<file path="src/cps_pkg.sv">
// Constants and types shared by the capacitive sense control block.
package cps_pkg;

    // ********************************************************
    // Register map, byte offsets on the Wishbone bus
    // ********************************************************
    localparam logic [7:0] CTRL_OFFSET = 8'h00;
    localparam logic [7:0] CHAN_OFFSET = 8'h04;
    localparam logic [7:0] TIMER_CFG_OFFSET = 8'h08;
    localparam logic [7:0] STATUS_OFFSET = 8'h0c;

    // ********************************************************
    // Reset values
    // ********************************************************
    localparam logic [7:0] CTRL_RESET = 8'h00;
    localparam logic [3:0] CHAN_RESET = 4'h0;
    localparam logic TIMER_CFG_RESET = 1'b0;

    // ********************************************************
    // Field positions of the control register
    // ********************************************************
    localparam int CTRL_ENABLE_BIT = 7;
    localparam int CTRL_REF_MODE_BIT = 6;
    localparam int CTRL_RANGE_LSB = 2;
    localparam int CTRL_DIRECTION_BIT = 1;
    localparam int CTRL_EXT_SEL_BIT = 0;

    // Field positions of the channel and timer configuration registers.
    localparam int CHAN_FIELD_LSB = 0;
    localparam int TIMER_CFG_SEL_BIT = 0;

    // ********************************************************
    // Channels and timing
    // ********************************************************
    localparam int CHANNEL_COUNT = 12;
    localparam int SMALL_CHANNEL_COUNT = 8;
    localparam logic [1:0] FOSC_DIVIDE_LAST = 2'h3;

    // Current delivered to the sense pad.
    typedef enum logic [1:0] {
        CUR_NONE,
        CUR_LOW,
        CUR_MEDIUM,
        CUR_HIGH
    } current_level_t;

    // Clock feeding the 8-bit timer.
    typedef enum logic [1:0] {
        SRC_FOSC_QUARTER,
        SRC_TIMER_PIN,
        SRC_SENSE_OSC
    } timer_source_t;

endpackage : cps_pkg

</file>
<file path="src/timer_clock_route.sv">
// Timer clock routing: quarter-rate divider, edge detect and source mux.
`timescale 1ns/1ps
module timer_clock_route (
    // Clock and reset
    input wire logic clk,
    input wire logic sys_rst,
    // Source selection
    input cps_pkg::timer_source_t timerSource,
    // Candidate clocks, synchronous levels
    input wire logic senseOscLevel,
    input wire logic timerPinLevel,
    // One-cycle count pulse towards the timer
    output logic timerTick
);

    logic [1:0] foscCount;
    logic oscPrev;
    logic pinPrev;

    // ********************************************************
    // Quarter-rate tick
    // ********************************************************

    // Free-running divider, so the quarter-rate phase never depends on
    // when software switches sources.
    always_ff @(posedge clk or posedge sys_rst) begin
        if (sys_rst) begin
            foscCount <= 2'h0;
        end else begin
            foscCount <= foscCount + 2'h1;
        end
    end

    // Previous levels of the external clocks for rising-edge detection.
    always_ff @(posedge clk or posedge sys_rst) begin
        if (sys_rst) begin
            oscPrev <= 1'b0;
            pinPrev <= 1'b0;
        end else begin
            oscPrev <= senseOscLevel;
            pinPrev <= timerPinLevel;
        end
    end

    // ********************************************************
    // Source multiplexer
    // ********************************************************

    // One pulse per rising edge of the chosen source.
    always_ff @(posedge clk or posedge sys_rst) begin
        if (sys_rst) begin
            timerTick <= 1'b0;
        end else begin
            unique case (timerSource)
                cps_pkg::SRC_SENSE_OSC: begin
                    timerTick <= senseOscLevel & ~oscPrev;
                end
                cps_pkg::SRC_TIMER_PIN: begin
                    timerTick <= timerPinLevel & ~pinPrev;
                end
                cps_pkg::SRC_FOSC_QUARTER: begin
                    timerTick <=
                        (foscCount == cps_pkg::FOSC_DIVIDE_LAST);
                end
                default: begin
                    timerTick <= 1'b0;
                end
            endcase
        end
    end

endmodule : timer_clock_route

</file>
<file path="src/capsense_osc_ctrl.sv">
// Capacitive sense oscillator control with a Wishbone register slave.
//
// Overview of operation
// - Direction status bit reads 1 when sourcing current, 0 when sinking.
// - External source select acts only while timer clock select is 1.
// - Clock select 1, source select 1: timer counts sense oscillator.
// - Clock select 1, source select 0: timer counts its external pin.
// - Clock select 0: source select ignored, timer runs at quarter rate.
// - Unimplemented bits of the sense control registers read as zero.
`timescale 1ns/1ps
module capsense_osc_ctrl #(
    parameter bit LARGE_VARIANT = 1'b1
) (
    // Clock and reset
    input wire logic clk,
    input wire logic sys_rst,
    // Wishbone classic slave
    input wire logic cyc_i,
    input wire logic stb_i,
    input wire logic we_i,
    input wire logic [7:0] adr_i,
    input wire logic [3:0] sel_i,
    input wire logic [31:0] dat_i,
    output logic [31:0] dat_o,
    output logic ack_o,
    // Analog oscillator interface
    input wire logic senseOscLevel,
    output logic oscEnable,
    output logic noiseDetect,
    output logic referenceVariable,
    output cps_pkg::current_level_t currentLevel,
    output logic [11:0] channelConnect,
    // Timer clocking
    input wire logic timerPinLevel,
    output logic timerTick
);

    // ********************************************************
    // Declarations
    // ********************************************************

    logic senseModuleEnable;
    logic referenceModeSelect;
    logic [1:0] currentRangeField;
    logic oscillatorDirectionFlag;
    logic timerExternalSourceSelect;
    logic [3:0] senseChannelField;
    logic timerClockSourceSelect;
    cps_pkg::timer_source_t timerSource;
    logic busWrite;
    logic busStart;
    logic [7:0] byteIn;
    logic [31:0] next_readData;

    // A channel code is usable only if it names a channel present on
    // this variant; the smaller part drops the upper channels.
    function automatic logic channelPresent(input logic [3:0] code);
        logic present;
        present = 1'b0;
        if (LARGE_VARIANT) begin
            present = (code < 4'(cps_pkg::CHANNEL_COUNT));
        end else begin
            present = (code < 4'(cps_pkg::SMALL_CHANNEL_COUNT));
        end
        return present;
    endfunction : channelPresent

    // Whether a given pad is connected for a code and enable state.
    function automatic logic channelHit(input logic enable,
                                        input logic [3:0] code,
                                        input int index);
        logic hit;
        hit = 1'b0;
        if (enable && channelPresent(code)) begin
            hit = (code == 4'(index));
        end
        return hit;
    endfunction : channelHit

    // ********************************************************
    // Wishbone handshake
    // ********************************************************

    // A request is seen in the cycle after the master raises it; the
    // write lands on the edge where the master samples ack.
    assign busStart = cyc_i & stb_i & ~ack_o;
    assign busWrite = cyc_i & stb_i & we_i & ack_o & sel_i[0];
    assign byteIn = dat_i[7:0];

    // Ack lasts one cycle; a request still held after it is answered again after one idle cycle.
    always_ff @(posedge clk or posedge sys_rst) begin
        if (sys_rst) begin
            ack_o <= 1'b0;
        end else begin
            ack_o <= busStart;
        end
    end

    // Read data is captured with ack and held steady until the next read.
    always_comb begin
        next_readData = 32'h0000_0000;
        unique case (adr_i)
            cps_pkg::CTRL_OFFSET: begin
                // Bits 5 and 4 and the upper lanes stay zero.
                next_readData[cps_pkg::CTRL_ENABLE_BIT] = senseModuleEnable;
                next_readData[cps_pkg::CTRL_REF_MODE_BIT] =
                    referenceModeSelect;
                next_readData[cps_pkg::CTRL_RANGE_LSB +: 2] =
                    currentRangeField;
                next_readData[cps_pkg::CTRL_DIRECTION_BIT] =
                    oscillatorDirectionFlag;
                next_readData[cps_pkg::CTRL_EXT_SEL_BIT] =
                    timerExternalSourceSelect;
            end
            cps_pkg::CHAN_OFFSET: begin
                next_readData[cps_pkg::CHAN_FIELD_LSB +: 4] =
                    senseChannelField;
            end
            cps_pkg::TIMER_CFG_OFFSET: begin
                next_readData[cps_pkg::TIMER_CFG_SEL_BIT] =
                    timerClockSourceSelect;
            end
            cps_pkg::STATUS_OFFSET: begin
                next_readData[0] = oscEnable;
                next_readData[2:1] = currentLevel;
                next_readData[3] = noiseDetect;
                next_readData[4] = |channelConnect;
                next_readData[6:5] = timerSource;
            end
            default: begin
                // Unmapped addresses still ack and read zero.
                next_readData = 32'h0000_0000;
            end
        endcase
    end

    // Read data register.
    always_ff @(posedge clk or posedge sys_rst) begin
        if (sys_rst) begin
            dat_o <= 32'h0000_0000;
        end else if (busStart && !we_i) begin
            dat_o <= next_readData;
        end
    end

    // ********************************************************
    // Software registers
    // ********************************************************

    // Control register; the direction flag is not writable.
    always_ff @(posedge clk or posedge sys_rst) begin
        if (sys_rst) begin
            senseModuleEnable <= cps_pkg::CTRL_RESET[cps_pkg::CTRL_ENABLE_BIT];
            referenceModeSelect <=
                cps_pkg::CTRL_RESET[cps_pkg::CTRL_REF_MODE_BIT];
            currentRangeField <=
                cps_pkg::CTRL_RESET[cps_pkg::CTRL_RANGE_LSB +: 2];
            timerExternalSourceSelect <=
                cps_pkg::CTRL_RESET[cps_pkg::CTRL_EXT_SEL_BIT];
        end else if (busWrite && adr_i == cps_pkg::CTRL_OFFSET) begin
            senseModuleEnable <= byteIn[cps_pkg::CTRL_ENABLE_BIT];
            referenceModeSelect <= byteIn[cps_pkg::CTRL_REF_MODE_BIT];
            currentRangeField <= byteIn[cps_pkg::CTRL_RANGE_LSB +: 2];
            timerExternalSourceSelect <= byteIn[cps_pkg::CTRL_EXT_SEL_BIT];
        end
    end

    // Channel field; the code is stored as written even if it names a
    // missing channel, and the decode below keeps such codes inert.
    always_ff @(posedge clk or posedge sys_rst) begin
        if (sys_rst) begin
            senseChannelField <= cps_pkg::CHAN_RESET;
        end else if (busWrite && adr_i == cps_pkg::CHAN_OFFSET) begin
            senseChannelField <= byteIn[cps_pkg::CHAN_FIELD_LSB +: 4];
        end
    end

    // Timer clock select, held here since the timer is outside the block.
    always_ff @(posedge clk or posedge sys_rst) begin
        if (sys_rst) begin
            timerClockSourceSelect <= cps_pkg::TIMER_CFG_RESET;
        end else if (busWrite && adr_i == cps_pkg::TIMER_CFG_OFFSET) begin
            timerClockSourceSelect <= byteIn[cps_pkg::TIMER_CFG_SEL_BIT];
        end
    end

    // ********************************************************
    // Oscillator status
    // ********************************************************

    // The oscillator output high means the pad is being charged, so the
    // level is the direction of current flow.
    always_ff @(posedge clk or posedge sys_rst) begin
        if (sys_rst) begin
            oscillatorDirectionFlag <= 1'b0;
        end else begin
            oscillatorDirectionFlag <= senseOscLevel;
        end
    end

    // ********************************************************
    // Current range decode
    // ********************************************************

    // Disabling the module stops the oscillator whatever the range says.
    always_ff @(posedge clk or posedge sys_rst) begin
        if (sys_rst) begin
            oscEnable <= 1'b0;
            noiseDetect <= 1'b0;
            referenceVariable <= 1'b0;
            currentLevel <= cps_pkg::CUR_NONE;
        end else if (!senseModuleEnable) begin
            oscEnable <= 1'b0;
            noiseDetect <= 1'b0;
            referenceVariable <= referenceModeSelect;
            currentLevel <= cps_pkg::CUR_NONE;
        end else if (referenceModeSelect) begin
            // Code 00 keeps the oscillator running for noise sampling.
            oscEnable <= 1'b1;
            noiseDetect <= (currentRangeField == 2'h0);
            referenceVariable <= 1'b1;
            currentLevel <=
                cps_pkg::current_level_t'(currentRangeField);
        end else begin
            oscEnable <= (currentRangeField != 2'h0);
            noiseDetect <= 1'b0;
            referenceVariable <= 1'b0;
            currentLevel <=
                cps_pkg::current_level_t'(currentRangeField);
        end
    end

    // ********************************************************
    // Channel multiplexer
    // ********************************************************

    // One registered connect line per pad; at most one is ever high.
    for (genvar ch = 0; ch < cps_pkg::CHANNEL_COUNT; ch++) begin : g_chan
        always_ff @(posedge clk or posedge sys_rst) begin
            if (sys_rst) begin
                channelConnect[ch] <= 1'b0;
            end else begin
                channelConnect[ch] <=
                    channelHit(senseModuleEnable, senseChannelField, ch);
            end
        end
    end

    // ********************************************************
    // Timer clock routing
    // ********************************************************

    // The external source select is only consulted once the timer has
    // been pointed at an external clock.
    always_ff @(posedge clk or posedge sys_rst) begin
        if (sys_rst) begin
            timerSource <= cps_pkg::SRC_FOSC_QUARTER;
        end else if (!timerClockSourceSelect) begin
            timerSource <= cps_pkg::SRC_FOSC_QUARTER;
        end else if (timerExternalSourceSelect) begin
            timerSource <= cps_pkg::SRC_SENSE_OSC;
        end else begin
            timerSource <= cps_pkg::SRC_TIMER_PIN;
        end
    end

    // Edge detection and division live in the routing leaf.
    timer_clock_route i_timer_clock_route (
        .clk(clk),
        .sys_rst(sys_rst),
        .timerSource(timerSource),
        .senseOscLevel(senseOscLevel),
        .timerPinLevel(timerPinLevel),
        .timerTick(timerTick)
    );

endmodule : capsense_osc_ctrl

</file>
<file path="config.mk">
export PLATFORM = sky130hd
export DESIGN_NAME = capsense_osc_ctrl
export DESIGN_NICKNAME = d
export VERILOG_FILES = /design/src/cps_pkg.sv /design/src/timer_clock_route.sv /design/src/capsense_osc_ctrl.sv
export SDC_FILE = /design/constraint.sdc
export NUM_CORES = 1
export LEC_CHECK = 0
export BUFFER_PORTS_ARGS = -buffer_cell sky130_fd_sc_hd__buf_4
export CORE_MARGIN = 2
export CORE_UTILIZATION = 48
export CTS_CLUSTER_SIZE = 12
export DETAILED_ROUTE_END_ITERATION = 7
export PLACE_DENSITY = 0.83
export SLEW_MARGIN = 0
export SYNTH_ARGS = -nofsm -noshare
export SYNTH_HDL_FRONTEND = slang
export SYNTH_HIERARCHICAL = 1
export SYNTH_SLANG_ARGS = --single-unit
</file>
<file path="constraint.sdc">
create_clock -name clk -period 3.11 [get_ports clk]
set_clock_uncertainty 0.2 [all_clocks]
set_input_delay 0.622 -clock clk [delete_from_list [all_inputs] [get_ports clk]]
set_output_delay 0.622 -clock clk [all_outputs]
set_load 0.03 [all_outputs]
</file>
==> results.md <==
* Reg-to-Reg End: senseChannelField[0]$_DFFE_PP0P_
* Die H at 68.2 um
* Fin util at 60.2%
* Most common cell after layout, fill and taps aside: buf_4
* Routed WL at 3570 um
* Synthesized flop and latch total at 44
* Critical Path RT at 3.09 ns
* Yosys cell types at 37
* Die X at 68.2 um
* Delay of the slowest critical-path stage at 0.56 ns
* Hold Crit Class: in -> async
* Max Freq at 441 MHz
* Syn Area/Cell at 11.7 um^2
* Outcome: finished, final reports clean
* Maximum vdd drop at 0.000285 V
* Root Driver: clkbuf_8
* Worst r2r src: ack_o$_DFF_PP0_
* Detailed Routing Iterations Pass 1 at 4
* Main flop type after synthesis: dfrtp_1
* Routed Antenna Nets at 0
* Nets at 272
* Slew Limit Fails at 0
* CTS sink count at 44
* Pre-CTS setup slack at 0.521 ns
* I/O pins at 102
* RSZ-0062 raised after global routing: no
* Clock slew at reported path FFs at 0.08 ns
* Proportion of layout cells with a drive suffix above 1 at 32.6%
* Multi-input gate area at 728 um^2
* DR WL/cell at 13.2 um
* Mapped Area at 1980 um^2
* Area occupied by registers at 1100 um^2
* Row cnt at 23
* Layout area overhead at 20.7%
* Post-Place Cells at 263
* Total die area at 4660 um^2
* Flop-to-flop setup slack at 1.31 ns
* Post-route DRC at 0
* Core ar. at 3970 um^2
* Most frequent cells in the layout: buf_4, dfrtp_1, conb_1
* CTS max path bufs at 2
* Crit. End Element: flip-flop
* Post-Syn Instances at 170
* # Max-Cap Violations at 0
* Number of synthesized flops with an enable pin at 0
* # diodes at 0
* Post-CTS Setup Inserts at 0
* Sequential share of the synthesized area at 55.6%
* DP HPWL at 2810 um
* Critical path's top delay family: simple AND/OR/NAND/NOR gates
* CTS Buf Count at 5
* Layout Cells excl Fill at 271
* Grt ovf at 0
* Htree depth at 2
* Buffers on Ports at 48
* Hold Fails Final Rpt at 0
* Worst EP arrival at 2.24 ns
* CP bufs+invs at 1
* Final setup fails at 0
* Worst Setup Start Kind: input port
* Post-route minimum period at 2.27 ns
* Largest net degree at the start of global routing at 40
* Asr flop ratio synth at 100%
* YS warnings at 6
* Slowest-stage cell, CP: nor4_2
* Initial antenna violation count at 0
* First-pass GRT wire length at 5700 um
* Vias per cell at 4.85
* Vias at 1314
* Pwr per Cell Area at 456 nW/um^2
* Hold WS at 0.0276 ns
* Critical path class: in -> reg
* Reg2Reg Depth at 3
* Final period util at 72.9%
* Clk Latency, worst-skew pair at 0.29 ns
* Cts repair resizes at 0
* Fillcell total at 346
* Worst-Margin Slew at 0.620 ns
* Worst-path cell chain: buf_4, or4_4, nor4_2, mux2_2
* Vias in the first global route at 1250
* Post-route setup slack at 0.844 ns
* Final TNS setup at 0 ns
* LEAKAGE at 1.22 nW
* Aggregate global-route resource usage at 17.3%
* DR iter-0 viols at 57
* Initial Util at 49.9%
* Slew Limit Headroom at 58.1%
* Global placer's final weighted congestion at 0.797
* Hold-fix buffers at CTS at 0
* CTS tree: yes
* Crit-path max FO at 4
-- cells in the mapped netlist (all sizes together) (2+ instances only) --
cell,instances,area (um^2)
a2bb2oi,4,35.0
mux2,10,131
nand3b,2,15.0
nand2,13,48.8
buf,27,208
o21ai,7,35.0
nand4b,2,17.5
nor3,5,25.0
mux2i,3,30.0
or4,3,30.0
nand4,2,12.5
nor4,7,50.1
nand3,5,25.0
dfrtp,44,1100
clkbuf,2,7.51
and2,4,25.0
nor2,10,37.5
nand2b,2,12.5
inv,6,22.5
-- final cells by class --
class                   count  share of cell area [%]
repair buffers             49                    15.4
inverters                   6                   0.942
clock buffers               6                    3.04
multi-input cells         114                    30.5
well taps                  50                    2.62
clock inverters             2                    1.47
flip-flops and latches     44                    46.1
-- sequential cells by signal, summed over array words and instances (netlist names), 2 cells and up --
signal                         flops
channelConnect                    12
dat_o                              8
senseChannelField                  4
currentLevel                       2
currentRangeField                  2
i_timer_clock_route/foscCount      2
timerSource                        2
-- where the power goes --
part / switching (mW) / internal, mW
Clock: 0.179 / 0.238
Sequential: 0.00192 / 0.575
Combinational: 0.0680 / 0.0267
Total: 0.249 / 0.839
-- per-stage QoR --
stage / total power [mW] / instance area [um^2]
2_1_floorplan: 0.675 / 2070
3_3_place_gp: 0.682 / 2280
3_5_place_dp: 0.683 / 2280
4_1_cts: 1.10 / 2390
5_1_grt: 1.14 / 2390
6_report: 1.09 / 2390
-- worst max-delay path by stage --
stage              from                                to  slack [ns]  cells past startpoint
5_1_grt        adr_i[1]  senseChannelField[3]$_DFFE_PP0P_        0.78                      4
3_3_place_gp   adr_i[1]  senseChannelField[3]$_DFFE_PP0P_        0.53                      4
3_5_place_dp   adr_i[1]  senseChannelField[0]$_DFFE_PP0P_        0.52                      4
6_report       adr_i[1]  senseChannelField[0]$_DFFE_PP0P_        0.84                      4
4_1_cts        adr_i[1]  senseChannelField[3]$_DFFE_PP0P_        0.83                      4
2_1_floorplan  adr_i[1]  currentRangeField[0]$_DFFE_PP0P_        0.69                      4
-- routing by layer --
| layer | global-route usage (%) | wire length, um | vias to the layer above |
|---|---|---|---|
| met5 | 0 | 0 | - |
| met1 | 22.0 | 1520 | 614 |
| met2 | 26.7 | 1740 | 50 |
| li1 | - | - | 642 |
| met4 | 8.25 | 82 | 0 |
| met3 | 5.59 | 232 | 8 |
-- logic make-up after synthesis --
logic type,synth area share (%)
AND/OR/NAND/NOR,17.6
flip-flops,55.6
buffers and inverters,12.0
AO/OA/AOI/OAI,4.74
multiplexers,9.29
adder cells (fa/ha/maj),0.632
other,0.189
Note: power is estimated with default switching activity, not from simulation.
